`src/shared/dtcei_pkg.sv`:
```
// package of offsets, field positions and constants for the dual timer/counter block
package dtcei_pkg;
  // special function register addresses
  localparam logic [7:0] ADDR_TIMER_CONTROL = 8'h88;
  localparam logic [7:0] ADDR_TIMER_MODE_SELECT = 8'h89;
  localparam logic [7:0] ADDR_TIMER_0_LOW_BYTE = 8'h8A;
  localparam logic [7:0] ADDR_TIMER_1_LOW_BYTE = 8'h8B;
  localparam logic [7:0] ADDR_TIMER_0_HIGH_BYTE = 8'h8C;
  localparam logic [7:0] ADDR_TIMER_1_HIGH_BYTE = 8'h8D;
  localparam logic [7:0] ADDR_CLOCK_DIVIDER_CONTROL = 8'h8E;
  // reset values
  localparam logic [7:0] RST_TIMER_CONTROL = 8'h00;
  localparam logic [7:0] RST_TIMER_MODE_SELECT = 8'h00;
  localparam logic [7:0] RST_COUNT_BYTE = 8'h00;
  localparam logic [7:0] RST_CLOCK_DIVIDER_CONTROL = 8'h00;
  // timer control field positions
  localparam int BIT_OVERFLOW_FLAG_ONE = 7;
  localparam int BIT_RUN_BIT_ONE = 6;
  localparam int BIT_OVERFLOW_FLAG_ZERO = 5;
  localparam int BIT_RUN_BIT_ZERO = 4;
  localparam int BIT_EXT_REQUEST_FLAG_ONE = 3;
  localparam int BIT_EXT_TRIGGER_TYPE_ONE = 2;
  localparam int BIT_EXT_REQUEST_FLAG_ZERO = 1;
  localparam int BIT_EXT_TRIGGER_TYPE_ZERO = 0;
  // mode select field positions, timer 1 in the upper nibble
  localparam int BIT_GATE = 3;
  localparam int BIT_COUNTER_SELECT = 2;
  localparam int BIT_MODE_SELECT_HIGH = 1;
  localparam int BIT_MODE_SELECT_LOW = 0;
  localparam int NIBBLE_TIMER_ONE = 4;
  // clock divider control field positions
  localparam int BIT_CLOCK_DIV_SELECT_ONE = 4;
  localparam int BIT_CLOCK_DIV_SELECT_ZERO = 3;
  // internal count clock division
  localparam logic [3:0] DIV_FAST = 4'h4;
  localparam logic [3:0] DIV_SLOW = 4'hC;
  // prescaler width in mode 0
  localparam logic [7:0] PRESCALE_MASK = 8'h1F;
  // timer modes
  typedef enum logic [1:0]
  {
    DTCEI_MODE_13BIT = 2'b00,
    DTCEI_MODE_16BIT = 2'b01,
    DTCEI_MODE_RELOAD = 2'b10,
    DTCEI_MODE_SPLIT = 2'b11
  } dtcei_mode_e;
endpackage

```
`src/dtcei_top.sv`:
```
// dual timer/counter with external interrupt flags
// ----------------------------------------------------------------
// ----------------------------------------------------------------
`timescale 1ns/1ps
module dtcei_top
  import dtcei_pkg::*;
(
  input wire logic CLK_SYS,
  input wire logic SYS_RST,
  input wire logic [7:0] SFR_ADDR,
  input wire logic [7:0] SFR_WDATA,
  input wire logic SFR_WR,
  input wire logic SFR_RD,
  output logic [7:0] SFR_RDATA,
  input wire logic POWER_DOWN_REQUEST,
  input wire logic IDLE_REQUEST,
  input wire logic TIMER_ZERO_VECTORED,
  input wire logic TIMER_ONE_VECTORED,
  input wire logic EXT_ZERO_VECTORED,
  input wire logic EXT_ONE_VECTORED,
  input wire logic EXT_IRQ_PIN_ZERO_N,
  input wire logic EXT_IRQ_PIN_ONE_N,
  input wire logic COUNT_PIN_ZERO,
  input wire logic COUNT_PIN_ONE,
  output logic OVERFLOW_FLAG_ZERO,
  output logic OVERFLOW_FLAG_ONE,
  output logic EXT_REQUEST_FLAG_ZERO,
  output logic EXT_REQUEST_FLAG_ONE
);
  import dtcei_pkg::*;

  // ----------------------------------------------------------------
  // registers and wires
  // ----------------------------------------------------------------
  logic [7:0] ctl_r;
  logic [7:0] timer_mode_select_r;
  logic [7:0] clock_divider_control_r;
  logic [7:0] tl0_r;
  logic [7:0] th0_r;
  logic [7:0] tl1_r;
  logic [7:0] th1_r;
  logic [3:0] div4_r;
  logic [3:0] div12_r;
  logic ext_irq_pin_zero_q_r;
  logic ext_irq_pin_one_q_r;
  logic t0p_q_r;
  logic t1p_q_r;
  logic ext_irq_pin_zero_lvl;
  logic ext_irq_pin_one_lvl;
  logic t0p_lvl;
  logic t1p_lvl;

  // pin synchronisers
  dtcei_pin_sync u_sync_ext_irq_pin_zero (.CLK_SYS(CLK_SYS), .SYS_RST(SYS_RST), .pin_in(EXT_IRQ_PIN_ZERO_N), .level_out(ext_irq_pin_zero_lvl));
  dtcei_pin_sync u_sync_ext_irq_pin_one (.CLK_SYS(CLK_SYS), .SYS_RST(SYS_RST), .pin_in(EXT_IRQ_PIN_ONE_N), .level_out(ext_irq_pin_one_lvl));
  dtcei_pin_sync u_sync_t0 (.CLK_SYS(CLK_SYS), .SYS_RST(SYS_RST), .pin_in(COUNT_PIN_ZERO), .level_out(t0p_lvl));
  dtcei_pin_sync u_sync_t1 (.CLK_SYS(CLK_SYS), .SYS_RST(SYS_RST), .pin_in(COUNT_PIN_ONE), .level_out(t1p_lvl));

  // ----------------------------------------------------------------
  // decoding
  // ----------------------------------------------------------------
  function automatic logic count_enable(input logic run, input logic gate, input logic pin_high);
    count_enable = run && (!gate || pin_high);
  endfunction

  // one counting step in the given mode: overflow, high byte, low byte
  function automatic logic [16:0] count_step(input logic [1:0] mode, input logic [7:0] lo, input logic [7:0] hi);
    logic prescale_full;
    logic [7:0] lo_inc;
    logic [15:0] word_inc;
    prescale_full = ((lo & PRESCALE_MASK) == PRESCALE_MASK);
    lo_inc = lo + 8'h01;
    word_inc = {hi, lo} + 16'h0001;
    case (mode)
      DTCEI_MODE_13BIT:
      begin
        // prescaler in the low five bits carries into the high byte
        count_step = {1'b0, hi, lo_inc & PRESCALE_MASK};
        if (prescale_full)
          count_step = {hi == 8'hFF, hi + 8'h01, lo_inc & PRESCALE_MASK};
      end
      DTCEI_MODE_16BIT: count_step = {word_inc == 16'h0000, word_inc};
      DTCEI_MODE_RELOAD: count_step = {lo == 8'hFF, hi, (lo == 8'hFF) ? hi : lo_inc};
      default: count_step = {lo == 8'hFF, hi, lo_inc};
    endcase
  endfunction

  wire clk_on = !POWER_DOWN_REQUEST;
  wire wr_ctl = SFR_WR && (SFR_ADDR == ADDR_TIMER_CONTROL);
  wire wr_timer_mode_select = SFR_WR && (SFR_ADDR == ADDR_TIMER_MODE_SELECT);
  wire wr_ck = SFR_WR && (SFR_ADDR == ADDR_CLOCK_DIVIDER_CONTROL);
  wire wr_tl0 = SFR_WR && (SFR_ADDR == ADDR_TIMER_0_LOW_BYTE);
  wire wr_th0 = SFR_WR && (SFR_ADDR == ADDR_TIMER_0_HIGH_BYTE);
  wire wr_tl1 = SFR_WR && (SFR_ADDR == ADDR_TIMER_1_LOW_BYTE);
  wire wr_th1 = SFR_WR && (SFR_ADDR == ADDR_TIMER_1_HIGH_BYTE);
  wire [3:0] tm0 = timer_mode_select_r[3:0];
  wire [3:0] tm1 = timer_mode_select_r[7:4];
  wire [1:0] mode0 = tm0[BIT_MODE_SELECT_HIGH:BIT_MODE_SELECT_LOW];
  wire [1:0] mode1 = tm1[BIT_MODE_SELECT_HIGH:BIT_MODE_SELECT_LOW];
  wire run0 = ctl_r[BIT_RUN_BIT_ZERO];
  wire run1 = ctl_r[BIT_RUN_BIT_ONE];

  // internal tick strobes: divide by 4 or 12
  wire tick4 = clk_on && (div4_r == DIV_FAST - 4'h1);
  wire tick12 = clk_on && (div12_r == DIV_SLOW - 4'h1);
  wire itick0 = clock_divider_control_r[BIT_CLOCK_DIV_SELECT_ZERO] ? tick4 : tick12;
  wire itick1 = clock_divider_control_r[BIT_CLOCK_DIV_SELECT_ONE] ? tick4 : tick12;
  // falling edges on count pins
  wire t0_fall = clk_on && t0p_q_r && !t0p_lvl;
  wire t1_fall = clk_on && t1p_q_r && !t1p_lvl;
  wire src0 = tm0[BIT_COUNTER_SELECT] ? t0_fall : itick0;
  wire src1 = tm1[BIT_COUNTER_SELECT] ? t1_fall : itick1;
  // enables, gating by pin level (active-low pin high = idle)
  wire en0 = count_enable(run0, tm0[BIT_GATE], ext_irq_pin_zero_lvl);
  wire en1 = count_enable(run1, tm1[BIT_GATE], ext_irq_pin_one_lvl);
  wire inc0 = en0 && src0;
  // timer 1 counts unless in mode 3
  wire inc1 = en1 && src1 && (mode1 != DTCEI_MODE_SPLIT);
  // split mode: th0 runs from run_bit_one on internal clock
  wire inc0h = (mode0 == DTCEI_MODE_SPLIT) && run1 && itick0;

  // count steps for both timers; split mode adds the high byte of timer 0
  wire [16:0] step0 = count_step(mode0, tl0_r, th0_r);
  wire [16:0] step1 = count_step(mode1, tl1_r, th1_r);
  wire ovf0 = inc0 && step0[16];
  wire ovf1 = inc1 && step1[16];
  wire ovf0h = inc0h && (th0_r == 8'hFF);
  wire [7:0] tl0_nxt = inc0 ? step0[7:0] : tl0_r;
  wire [7:0] th0_nxt = inc0h ? th0_r + 8'h01 : (inc0 ? step0[15:8] : th0_r);
  wire [7:0] tl1_nxt = inc1 ? step1[7:0] : tl1_r;
  wire [7:0] th1_nxt = inc1 ? step1[15:8] : th1_r;

  // external interrupt detection
  wire fall0 = clk_on && ext_irq_pin_zero_q_r && !ext_irq_pin_zero_lvl;
  wire fall1 = clk_on && ext_irq_pin_one_q_r && !ext_irq_pin_one_lvl;
  wire edge_mode0 = ctl_r[BIT_EXT_TRIGGER_TYPE_ZERO];
  wire edge_mode1 = ctl_r[BIT_EXT_TRIGGER_TYPE_ONE];

  // timer control next value; hardware sets beat clears
  logic [7:0] ctl_nxt;
  wire set_tf0 = ovf0;
  wire set_tf1 = ovf1 || ovf0h;

  always_comb
  begin
    ctl_nxt = wr_ctl ? SFR_WDATA : ctl_r;
    if (TIMER_ZERO_VECTORED)
      ctl_nxt[BIT_OVERFLOW_FLAG_ZERO] = 1'b0;
    if (TIMER_ONE_VECTORED)
      ctl_nxt[BIT_OVERFLOW_FLAG_ONE] = 1'b0;
    if (set_tf0)
      ctl_nxt[BIT_OVERFLOW_FLAG_ZERO] = 1'b1;
    if (set_tf1)
      ctl_nxt[BIT_OVERFLOW_FLAG_ONE] = 1'b1;
    if (edge_mode0)
    begin
      if (EXT_ZERO_VECTORED)
        ctl_nxt[BIT_EXT_REQUEST_FLAG_ZERO] = 1'b0;
      if (fall0)
        ctl_nxt[BIT_EXT_REQUEST_FLAG_ZERO] = 1'b1;
    end
    else
      ctl_nxt[BIT_EXT_REQUEST_FLAG_ZERO] = !ext_irq_pin_zero_lvl;
    if (edge_mode1)
    begin
      if (EXT_ONE_VECTORED)
        ctl_nxt[BIT_EXT_REQUEST_FLAG_ONE] = 1'b0;
      if (fall1)
        ctl_nxt[BIT_EXT_REQUEST_FLAG_ONE] = 1'b1;
    end
    else
      ctl_nxt[BIT_EXT_REQUEST_FLAG_ONE] = !ext_irq_pin_one_lvl;
  end

  // read mux
  logic [7:0] rdata_nxt;
  always_comb
  begin
    case (SFR_ADDR)
      ADDR_TIMER_CONTROL: rdata_nxt = ctl_r;
      ADDR_TIMER_MODE_SELECT: rdata_nxt = timer_mode_select_r;
      ADDR_TIMER_0_LOW_BYTE: rdata_nxt = tl0_r;
      ADDR_TIMER_1_LOW_BYTE: rdata_nxt = tl1_r;
      ADDR_TIMER_0_HIGH_BYTE: rdata_nxt = th0_r;
      ADDR_TIMER_1_HIGH_BYTE: rdata_nxt = th1_r;
      ADDR_CLOCK_DIVIDER_CONTROL: rdata_nxt = clock_divider_control_r;
      default: rdata_nxt = 8'hFF;
    endcase
  end

  // ----------------------------------------------------------------
  // state registers
  // ----------------------------------------------------------------
  // prescale dividers, frozen in power-down
  always_ff @(posedge CLK_SYS or posedge SYS_RST)
  begin
    if (SYS_RST)
    begin
      div4_r <= 4'h0;
      div12_r <= 4'h0;
    end
    else if (clk_on)
    begin
      div4_r <= (div4_r == DIV_FAST - 4'h1) ? 4'h0 : div4_r + 4'h1;
      div12_r <= (div12_r == DIV_SLOW - 4'h1) ? 4'h0 : div12_r + 4'h1;
    end
  end

  // pin history for edge detection
  always_ff @(posedge CLK_SYS or posedge SYS_RST)
  begin
    if (SYS_RST)
    begin
      ext_irq_pin_zero_q_r <= 1'b1;
      ext_irq_pin_one_q_r <= 1'b1;
      t0p_q_r <= 1'b1;
      t1p_q_r <= 1'b1;
    end
    else
    begin
      ext_irq_pin_zero_q_r <= ext_irq_pin_zero_lvl;
      ext_irq_pin_one_q_r <= ext_irq_pin_one_lvl;
      t0p_q_r <= t0p_lvl;
      t1p_q_r <= t1p_lvl;
    end
  end

  // software writes override counting in the same cycle
  always_ff @(posedge CLK_SYS or posedge SYS_RST)
  begin
    if (SYS_RST)
    begin
      ctl_r <= RST_TIMER_CONTROL;
      timer_mode_select_r <= RST_TIMER_MODE_SELECT;
      clock_divider_control_r <= RST_CLOCK_DIVIDER_CONTROL;
      tl0_r <= RST_COUNT_BYTE;
      th0_r <= RST_COUNT_BYTE;
      tl1_r <= RST_COUNT_BYTE;
      th1_r <= RST_COUNT_BYTE;
    end
    else
    begin
      ctl_r <= ctl_nxt;
      timer_mode_select_r <= wr_timer_mode_select ? SFR_WDATA : timer_mode_select_r;
      clock_divider_control_r <= wr_ck ? SFR_WDATA : clock_divider_control_r;
      tl0_r <= wr_tl0 ? SFR_WDATA : tl0_nxt;
      th0_r <= wr_th0 ? SFR_WDATA : th0_nxt;
      tl1_r <= wr_tl1 ? SFR_WDATA : tl1_nxt;
      th1_r <= wr_th1 ? SFR_WDATA : th1_nxt;
    end
  end

  // registered outputs
  always_ff @(posedge CLK_SYS or posedge SYS_RST)
  begin
    if (SYS_RST)
    begin
      SFR_RDATA <= 8'h00;
      OVERFLOW_FLAG_ZERO <= 1'b0;
      OVERFLOW_FLAG_ONE <= 1'b0;
      EXT_REQUEST_FLAG_ZERO <= 1'b0;
      EXT_REQUEST_FLAG_ONE <= 1'b0;
    end
    else
    begin
      SFR_RDATA <= SFR_RD ? rdata_nxt : SFR_RDATA;
      OVERFLOW_FLAG_ZERO <= ctl_nxt[BIT_OVERFLOW_FLAG_ZERO];
      OVERFLOW_FLAG_ONE <= ctl_nxt[BIT_OVERFLOW_FLAG_ONE];
      EXT_REQUEST_FLAG_ZERO <= ctl_nxt[BIT_EXT_REQUEST_FLAG_ZERO];
      EXT_REQUEST_FLAG_ONE <= ctl_nxt[BIT_EXT_REQUEST_FLAG_ONE];
    end
  end
endmodule

```
`src/dtcei_pin_sync.sv`:
```
// three-stage pin synchroniser with agreement filter
`timescale 1ns/1ps
module dtcei_pin_sync
(
  input wire logic CLK_SYS,
  input wire logic SYS_RST,
  input wire logic pin_in,
  output logic level_out
);
  logic s1_r;
  logic s2_r;
  logic s3_r;

  // first stage is read only by the second
  always_ff @(posedge CLK_SYS or posedge SYS_RST)
  begin
    if (SYS_RST)
    begin
      s1_r <= 1'b1;
      s2_r <= 1'b1;
      s3_r <= 1'b1;
      level_out <= 1'b1;
    end
    else
    begin
      s1_r <= pin_in;
      s2_r <= s1_r;
      s3_r <= s2_r;
      if (s2_r == s3_r)
        level_out <= s3_r;
    end
  end
endmodule

```
`config.mk`:
```
export PLATFORM = sky130hd
export DESIGN_NAME = dtcei_top
export DESIGN_NICKNAME = d
export VERILOG_FILES = /design/src/shared/dtcei_pkg.sv /design/src/dtcei_top.sv /design/src/dtcei_pin_sync.sv
export SDC_FILE = /design/constraint.sdc
export NUM_CORES = 1
export LEC_CHECK = 0
export CAP_MARGIN = 10
export CORE_MARGIN = 1
export CORE_UTILIZATION = 45
export CTS_CLUSTER_SIZE = 25
export DETAILED_ROUTE_END_ITERATION = 12
export DONT_BUFFER_PORTS = 1
export HOLD_SLACK_MARGIN = 0.15
export MAX_ROUTING_LAYER = met4
export PLACE_DENSITY = 0.71
export SLEW_MARGIN = 20
export SYNTH_ARGS = -nofsm -noshare
export SYNTH_HDL_FRONTEND = slang
export SYNTH_HIERARCHICAL = 1
export SYNTH_SLANG_ARGS = --single-unit
```
`constraint.sdc`:
```
create_clock -name CLK_SYS -period 6.5 [get_ports CLK_SYS]
set_clock_uncertainty 0.15 [all_clocks]
set_input_delay 1.3 -clock CLK_SYS [delete_from_list [all_inputs] [get_ports CLK_SYS]]
set_output_delay 1.3 -clock CLK_SYS [all_outputs]
set_load 0.02 [all_outputs]
```
* Word level (Yosys, flattened, before mapping) *
Index checks and enable logic that the tools add are counted.

storage, ports and cells
  register bits = 96
  bits of input ports = 30
  logic and storage cells = 154

operators by class
  add/sub/neg operators = 8
  equal/unequal tests = 29
  mux-type cells = 33
  reductions and logical operators = 49

operators with widths
  operator                 number
  $pmux W17 S3             2
  $mux W8                  12
  $eq A8 B8 Y1 const B     11
  $pmux W8 S7              1
  $mux W17                 2
  $add A16 B1 Y16 const B  2
  $add A8 B1 Y8 const B    4
  $logic_not A16 Y1        2
  $logic_and A1 B1 Y1      27
  $mux W1                  14
  $eq A5 B5 Y1 const B     2
  $add A4 B1 Y4 const B    2
  $mux W4                  2
  $reduce_and A4 Y1        2
  $logic_not A1 Y1         7
  $eq A2 B2 Y1 const B     3
  $ne A3 B3 Y1 const B     2
  $reduce_bool A2 Y1       3
  $reduce_bool A3 Y1       2
  $eq A1 B1 Y1             4
  $eq A2 B1 Y1 const B     2
  $eq A4 B2 Y1 const B     1
  $eq A4 B4 Y1 const B     1
  $logic_not A2 Y1         2
  4 further kinds          7

* Logic depth before layout (Yosys ltp) *
Gate-level depths: netlist of the first run.

  word-level depth = 9
  mapped depth = 10
  depth with buffers taken out = 10

* Modules after synthesis *
The synthesis of the first run kept the hierarchy.

by module, submodules not included
  module          instances  cells each  area each (um^2)  seq. area each (um^2)
  dtcei_top       1          619         5424.0            1906.8
  dtcei_pin_sync  4          6           120.1             105.1

* Worst setup path after synthesis of the first run *
No wires, ideal clock.

  kind = input to register
  start point = input port POWER_DOWN_REQUEST
  end point = register th1_r[3]
  arrival time = 2738 ps
  required time = 6219 ps
  setup slack = 3481 ps
  cell stages on the path = 7
  buffers on the path = 1
  cells stage by stage = buf_6 > nor4bb_4 > o22a_2 > nand4_4 > or4_4 > o21ai_2 > o21ai_2

on the way
  longest elaborated chain between the ends = 8
  elaborated cells on any way between the ends = 11
  those cells by class = mux: 2; reduce/logical: 9

RTL lines
  element                                         RTL line                                              RTL
  start: declaration                              dtcei_top.sv:15                                       input wire logic POWER_DOWN_REQUEST,
  $logic_not A1 Y1 *                              dtcei_top.sv:88                                       wire clk_on = !POWER_DOWN_REQUEST;
  $logic_and A1 B1 Y1, on equally long branches   dtcei_top.sv:105, dtcei_top.sv:104, dtcei_top.sv:110
  $mux W1 or $logic_and A1 B1 Y1 (tied branches)  dtcei_top.sv:107, dtcei_top.sv:110
  $mux W1 *                                       dtcei_top.sv:112                                      wire src1 = tm1[BIT_COUNTER_SELECT] ? t1_fall : itick1;
  $logic_and A1 B1 Y1 * (2 in a row)              dtcei_top.sv:118                                      wire inc1 = en1 && src1 && (mode1 != DTCEI_MODE_SPLIT);
  $reduce_bool A2 Y1 (no line) *                  --
  $reduce_and A4 Y1 (no line) *                   --
  end signal: assignment                          dtcei_top.sv:249                                      th1_r <= wr_th1 ? SFR_WDATA : th1_nxt;
  end: declaration                                dtcei_top.sv:41                                       logic [7:0] th1_r;

Every way passes the cells marked *; elsewhere a longest branch is shown, timed or not.
A chain may end at the register's enable or synchronous reset.

* Worst setup path in the final report of the first run *
  start point = input port POWER_DOWN_REQUEST
  end point = register ctl_r[7]

on the way
  longest elaborated chain between the ends = 9
  elaborated cells on any way between the ends = 15
  those cells by class = mux: 4; reduce/logical: 11

RTL lines
  element                                         RTL line                                              RTL
  $logic_not A1 Y1 *                              dtcei_top.sv:88
  $logic_and A1 B1 Y1, on equally long branches   dtcei_top.sv:105, dtcei_top.sv:104, dtcei_top.sv:110
  $mux W1 or $logic_and A1 B1 Y1 (tied branches)  dtcei_top.sv:107, dtcei_top.sv:110
  $mux W1                                         dtcei_top.sv:112
  $logic_and A1 B1 Y1 (2 in a row)                dtcei_top.sv:118
  $logic_and A1 B1 Y1                             dtcei_top.sv:126                                      wire ovf1 = inc1 && step1[16];
  $logic_or A1 B1 Y1 *                            dtcei_top.sv:142                                      wire set_tf1 = ovf1 || ovf0h;
  $mux W1 *                                       dtcei_top.sv:153                                      if (set_tf1)
  via ctl_nxt[7]                                  dtcei_top.sv:140                                      logic [7:0] ctl_nxt;
  end signal: assignment                          dtcei_top.sv:243                                      ctl_r <= ctl_nxt;
  end: declaration                                dtcei_top.sv:35                                       logic [7:0] ctl_r;

The timed path passes the listed nets; every way through them passes the cells marked *.

==> results of run 1 <==
## power by group through the flow
stage | Sequential [mW] | Combinational, mW | Clock [mW]
2_1_floorplan | 0.689 | 0.183 | 0
3_3_place_gp | 0.725 | 0.182 | 0
3_5_place_dp | 0.728 | 0.191 | 0
5_1_grt | 0.729 | 0.219 | 0.572
6_report | 0.720 | 0.191 | 0.541
4_1_cts | 0.718 | 0.192 | 0.548
## cell families (layout without fill, tap and decap cells)
logic type               after synthesis  count (layout)  synth area share, %
XOR/XNOR                              21              21                 3.12
AO/OA/AOI/OAI                        175             175                 20.4
buffers and inverters                 68              44                 4.92
adder cells (fa/ha/maj)               13              13                 2.67
AND/OR/NAND/NOR                      224             224                 20.2
multiplexers                          50              50                 9.24
flip-flops                            92              92                 39.4
## critical path, delay by kind of cell
| family | cells | cell delay [ps] |
|---|---|---|
| simple gates | 2 | 1080 |
| compound gates | 4 | 890 |
## sequential cells by signal, indices dropped and copies added, names as in the netlist, 8 cells and up
register	flops
ctl_r	8
tl1_r	8
th1_r	8
timer_mode_select_r	8
clock_divider_control_r	8
SFR_RDATA	8
th0_r	8
tl0_r	8
## path summary, 6_finish.rpt
kind | from | to | cells after the start
setup reg to reg | div12_r[0] | th0_r[4] | 7
hold / removal | u_sync_ext_irq_pin_one/s1_r | u_sync_ext_irq_pin_one/s2_r | 0
max in group asynchronous | SYS_RST | SFR_RDATA[5] | 2
min in group asynchronous | SYS_RST | u_sync_t1/s3_r | 1
hold reg to reg | u_sync_ext_irq_pin_one/s1_r | u_sync_ext_irq_pin_one/s2_r | 0
setup / recovery | POWER_DOWN_REQUEST | ctl_r[7] | 6
## area by class of cell
| cell class | instances | area [sq um] | share of cell area (%) |
|---|---|---|---|
| Tap cell | 172 | 215 | 3.45 |
| Sequential cell | 92 | 2330 | 37.3 |
| Inverter | 27 | 101 | 1.62 |
| Clock buffer | 11 | 254 | 4.07 |
| Clock inverter | 5 | 47.5 | 0.762 |
| Timing Repair Buffer | 1 | 7.51 | 0.120 |
| Multi-Input combinational cell | 483 | 3290 | 52.7 |
## layout by cell type, fill, tap and decap left out, types with 8 or more instances in the layout
master     count
ha_1           9
o22ai_1        8
mux2i_1       26
dfrtp_1       72
a21oi_1       29
o21ai_0       27
o211ai_1       9
a211oi_1      11
nand2_1       73
nand3_1       18
clkbuf_16     10
o21ai_1       22
inv_1         26
nor2_1        46
dfstp_2       20
xnor2_1       15
nand2b_1       9
nand4_1       10
nor3_1        13
mux2_2        15
## metrics by stage
step | utilization, % | hold WS, ps | std cells
2_1_floorplan | - | 195 | 643
3_3_place_gp | 46.7 | 196 | 775
3_5_place_dp | 46.7 | 197 | 775
4_1_cts | 49.0 | 206 | 791
5_1_grt | 49.0 | 213 | 791
6_report | 49.0 | 207 | 791
## routing by layer
layer  up-vias  wire (um)
li1       2291          -
met1      2401       7170
met2       256       7140
met3        50       1400
met4         0        591
met5         -          0
==> run summary, run 1 <==
pre-CTS setup slack: 2990 ps
Clock Sinks: 92
Sw Share: 29.7%
initial antenna violation count: 0
syn nets: 682
port buffer count: 0
CP max-delay cell: and4_1
Root Driver: clkbuf_16
H-tree depth: 3
Top Usage Layer GRT: met2
area leader, netlist: dfrtp_1
vias in the first global route: 4690
Synth Register Bits: 92
RSZ-0062 raised after global routing: no
Worst Max-Slew Pin Slew: 1010 ps
Power Dens Cells: 233 nW/um^2
power share of the sequential group: 49.6%
Final Max Slew Viols: 0
Fillers: 1232
Slew HR: 32.1%
Crit Path Max Fanout: 16
total power draw: 1.45 mW
global-route wire length before repair: 25900 um
CTS tree: done
WP data arrival: 3280 ps
CP cell instances: nor4b_2, o22a_2, and4_1, o21ai_0, o221a_2, o21ai_1
Data required, critical path: 6620 ps
total routed wirelength: 16300 um
Post-CTS Resized: 0
Logic pwr share: 13.1%
Mapped Cells: 643
dominant cells by area after synthesis: dfrtp_1, dfstp_2, nand2_1
VDD IR max: 152 uV
DP Area: 5940 sq um
Leak: 2.42 nW
CTS Buffer Depth: 2
HP Class: reg2reg
synthesized area: 5900 sq um
number of synthesized flops with an enable pin: 0
routed len/inst: 20.6 um
RD Place Congestion: 0.935
io pins: 42
setup slack, reg-to-reg: 3720 ps
fin crit share: 48.7%
outcome: finished clean
Post-Syn Area per Cell: 9.18 sq um
prevailing post-synth register cell: dfrtp_1
layout cells sized above 1: 14.1%
post-synthesis sequential area ratio: 39.4%
grt met1 use: 35.5%
Area growth, synth to finish: 5.68%
largest net degree at the start of global routing: 77
Hold Buf Count CTS: 0
DRC violations left: 0
vias per cell: 6.32
Ant. Diodes: 0
Max Fclk: 316 MHz
Yosys warnings: 6
Pre-antenna DRT Iters: 4
DRT antenna net count: 0
Post-synth top cells: nand2_1, dfrtp_1, nor2_1
die area: 13600 sq um
First DRT Iteration DRCs: 518
post-route setup slack: 3340 ps
routed vias: 4998
dpl hpwl: 11600 um
GR Layer Usage met2: 37.6%
gr usage total: 26.4%
min cycle time layout: 3160 ps
FFs w/ async S/R, synth: 100%
crit end category: flop
Max Cap Viol: 0
top-count cell post-synth: nand2_1
Net Sw Power: 0.431 mW
Die H: 117 um
setup bufs post-CTS: 0
CTS Buf Count: 9
Core Area: 12700 sq um
fin nets: 653
Cell variety after synth: 85
final setup violation count: 0
met3 Resource Use GR: 5.60%
critical path class: in2reg
CP max stage delay: 620 ps
Initial Util: 46.4%
P_int: 1.02 mW
startpoint types: primary input
row cnt: 41
Die X: 117 um
gr ovfl total: 0
Synth top area share: 30.5%
power share of the clock group: 37.3%
clock slew at reported path FFs: 70 ps
post-route cell area: 6240 sq um
Worst-Skew Late Latency: 350 ps
Setup TNS: 0 ps
Fin. Hold Viols: 0
(Power assumes the default switching activity.)
==> run 2: changes to the inputs <==
--- a/config.mk
+++ b/config.mk
@@ -5,6 +5,7 @@
 export SDC_FILE = /design/constraint.sdc
 export NUM_CORES = 1
 export LEC_CHECK = 0
+export ABC_AREA = 1
 export CAP_MARGIN = 10
 export CORE_MARGIN = 1
 export CORE_UTILIZATION = 45
@@ -13,7 +14,7 @@
 export DONT_BUFFER_PORTS = 1
 export HOLD_SLACK_MARGIN = 0.15
 export MAX_ROUTING_LAYER = met4
-export PLACE_DENSITY = 0.71
+export PLACE_DENSITY = 0.73
 export SLEW_MARGIN = 20
 export SYNTH_ARGS = -nofsm -noshare
 export SYNTH_HDL_FRONTEND = slang
==> constraint.sdc (replaced) <==
create_clock -name CLK_SYS -period 2.6 [get_ports CLK_SYS]
set_clock_uncertainty 0.15 [all_clocks]
set_input_delay 0.52 -clock CLK_SYS [delete_from_list [all_inputs] [get_ports CLK_SYS]]
set_output_delay 0.52 -clock CLK_SYS [all_outputs]
set_load 0.02 [all_outputs]
==> run 2 against run 1 <==
Core utilization rose by 1.8 points. Count of clock-buffer cells in the layout fell by 1. Synthesized area fell by 1.5%. Wire length rose by 7.6%. Via count rose by 13%. Critical path type is now reg2reg. Largest cell class unchanged.
==> run summary, run 2 <==
Leak: 3.01 nW (was 2.42 nW)
syn nets: 847 (was 682)
top layer reached by signal wires: met4 (unchanged)
Post-Synth Simple-Gate Area: 31.3% (was 20.2%)
Post-synth top cells: nand2_1, inv_1, dfrtp_1 (was nand2_1, dfrtp_1, nor2_1)
worst hold stages: 2 (was 0)
Setup TNS: 0 ps (unchanged)
fin nets: 862 (was 653)
r2r endpoint: ctl_r[5] (was th0_r[4])
complex-gate fraction of the synthesized area: 16.3% (was 20.4%)
most common cell after layout, fill and taps aside: nand2_1 (unchanged)
Synth top area share: 31.0% (was 30.5%)
Post-Syn Area per Cell: 7.20 sq um (was 9.18 sq um)
Hold Crit Start: SFR_WDATA[5] (was u_sync_ext_irq_pin_one/s1_r)
port buffer count: 0 (unchanged)
utilization after layout: 50.8% (was 49.0%)
reg2reg start: tl0_r[1] (was div12_r[0])
area of the multi-input gates: 2980 sq um (was 3290 sq um)
Synth Register Bits: 92 (unchanged)
main combinational cell family by area after synthesis: simple AND/OR/NAND/NOR gates (was compound AO/OA/AOI/OAI gates)
post-route setup slack: 279 ps (was 3340 ps)
startpoint types: flop (was primary input)
Initial Util: 46.1% (was 46.4%)
Root Driver: clkbuf_16 (unchanged)
Fin. Hold Viols: 0 (unchanged)
dominant cells by area after synthesis: dfrtp_1, nand2_1, dfstp_2 (was dfrtp_1, dfstp_2, nand2_1)
Hold Path End: th1_r[5] (was u_sync_ext_irq_pin_one/s2_r)
DR WL met3: 1490 um (was 1400 um)
total power draw: 3.67 mW (was 1.45 mW)
CTS Buffer Depth: 2 (unchanged)
global-route wire length before repair: 28100 um (was 25900 um)
routed len/inst: 17.5 um (was 20.6 um)
outcome: finished clean (unchanged)
Post-CTS Resized: 0 (unchanged)
VDD IR max: 523 uV (was 152 uV)
fin crit share: 89.3%
Clock Sinks: 92 (unchanged)
Register Area: 2330 sq um (unchanged)
min cycle time layout: 2320 ps
HP Class: in2reg (was reg2reg)
WP data arrival: 2480 ps (was 3280 ps)
row cnt: 41 (unchanged)
Yosys warnings: 6 (unchanged)
Final Max Slew Viols: 0 (unchanged)
post-synthesis sequential area ratio: 40.0% (was 39.4%)
gr usage total: 29.2% (was 26.4%)
WL met2: 7810 um (was 7140 um)
crit end category: flop (unchanged)
vias in the first global route: 5405 (was 4690)
number of synthesized flops with an enable pin: 0 (unchanged)
Max Fclk: 431 MHz
Worst Max-Slew Pin Slew: 435 ps (was 1010 ps)
vias per cell: 5.64 (was 6.32)
Pre-antenna DRT Iters: 5 (was 4)
Power Dens Cells: 572 nW/um^2 (was 233 nW/um^2)
gr ovfl total: 0 (unchanged)
Die H: 116 um (was 117 um)
RSZ-0062 raised after global routing: no (unchanged)
critical path class: reg2reg (was in2reg)
H-tree depth: 3 (unchanged)
die area: 13400 sq um (was 13600 sq um)
CTS Buf Count: 9 (unchanged)
pre-CTS setup slack: 329 ps (was 2990 ps)
Slew HR: 71.0% (was 32.1%)
top-count cell post-synth: nand2_1 (unchanged)
io pins: 42 (unchanged)
wl on met1: 7440 um (was 7170 um)
initial antenna violation count: 0 (unchanged)
Max Cap Viol: 0 (unchanged)
First DRT Iteration DRCs: 514 (was 518)
DRC violations left: 0 (unchanged)
synthesized area: 5820 sq um (was 5900 sq um)
area leader, netlist: dfrtp_1 (unchanged)
Area growth, synth to finish: 10.3% (was 5.68%)
adder-cell share of the synthesized area: 1.94% (was 2.67%)
post-synthesis xor/xnor area fraction: 1.51% (was 3.12%)
Die X: 116 um (was 117 um)
Crit Path Max Fanout: 6 (was 16)
RD Place Congestion: 0.973 (was 0.935)
Data required, critical path: 2760 ps (was 6620 ps)
routed vias: 5639 (was 4998)
Ant. Diodes: 0 (unchanged)
mux contribution to synthesized area: 0.194% (was 9.24%)
Core Area: 12600 sq um (was 12700 sq um)
clock slew at reported path FFs: 70 ps (about the same)
Worst-Skew Late Latency: 370 ps (was 350 ps)
prevailing post-synth register cell: dfrtp_1 (unchanged)
layout cells sized above 1: 11.0% (was 14.1%)
setup slack, reg-to-reg: 280 ps (was 3720 ps)
Fillers: 1269 (was 1232)
final setup violation count: 0 (unchanged)
Mapped Cells: 808 (was 643)
Cell variety after synth: 44 (was 85)
FFs w/ async S/R, synth: 100% (unchanged)
most frequent cells in the layout: nand2_1, inv_1, dfrtp_1, nor2_1, nand3_1 (was nand2_1, dfrtp_1, nor2_1, a21oi_1, o21ai_0)
total routed wirelength: 17500 um (was 16300 um)
DRT antenna net count: 0 (unchanged)
worst reg2reg path depth: 15 (was 7)
CTS tree: done (unchanged)
dpl hpwl: 13000 um (was 11600 um)
largest net degree at the start of global routing: 77 (unchanged)
[run 2: changes by cell type in the layout (fill, tap and decap cells not counted), sizes merged, moves of 10 or more]
cell	before	now
mux2i	26	0
dlygate4sd3	0	10
nand2	76	232
mux2	23	1
xnor2	15	3
o21ai	51	76
nor2	47	84
nand3	18	60
o22ai	8	20
inv	31	127
[run 2: routing by layer]
| metal | vias up | GRT usage (%) |
|---|---|---|
| li1 | 2695 | - |
| met1 | 2600 | 36.5 |
| met2 | 278 | 44.4 |
| met3 | 66 | 6.07 |
| met4 | 0 | 15.5 |
| met5 | - | - |
[run 2: power breakdown]
| group | leakage (nW) | switching, mW | internal [mW] |
|---|---|---|---|
| Sequential | 1.09 | 0.161 | 1.60 |
| Combinational | 1.78 | 0.361 | 0.199 |
| Clock | 0.150 | 0.650 | 0.703 |
[run 2: final cells by class]
| type | instances | area share, % |
|---|---|---|
| Tap cell | 172 | 3.35 |
| Clock buffer | 10 | 3.72 |
| Multi-Input combinational cell | 585 | 46.5 |
| Timing Repair Buffer | 13 | 2.11 |
| Sequential cell | 92 | 36.3 |
| Inverter | 122 | 7.20 |
| Clock inverter | 6 | 0.897 |
[run 2: worst max-delay path by stage]
| stage | from | to |
|---|---|---|
| finish | tl0_r[1] | ctl_r[5] |
| global route | tl0_r[1] | ctl_r[5] |
| CTS | tl0_r[1] | ctl_r[5] |
| detailed placement | tl0_r[1] | ctl_r[5] |
| global placement | tl0_r[1] | ctl_r[5] |
| floorplan | tl0_r[0] | ctl_r[5] |
[run 2: kinds of logic after synthesis]
family                   after synthesis
XOR/XNOR                              10
AO/OA/AOI/OAI                        162
multiplexers                           1
adder cells (fa/ha/maj)                9
flip-flops                            92
buffers and inverters                131
AND/OR/NAND/NOR                      403
[run 2: repair_timing]
action	in CTS	in global routing
buffers inserted	0	0
hold buffers	10	0
hold endpoints to repair	100	0
[run 2: critical path: stages (launching register included)]
cell,delay (ps)
dfrtp_1,440
ha_1,230
nand3_1,130
inv_2,80
ha_1,300
nor2_1,110
nand2_1,60
nor2_1,90
nand2_1,60
nor2_1,110
nand2_1,70
nor3_1,140
nand2_1,80
nand3_1,90
nand2_1,60
nand2_1,50
[run 2: through the flow]
stage / std cells / cell area [sq um] / hold WS (ps)
2_1_floorplan: 808 / 5820 / 195
5_1_grt: 1000 / 6420 / 165
6_report: 1000 / 6420 / 145
3_3_place_gp: 974 / 6020 / 196
4_1_cts: 1000 / 6420 / 151
3_5_place_dp: 974 / 6020 / 197
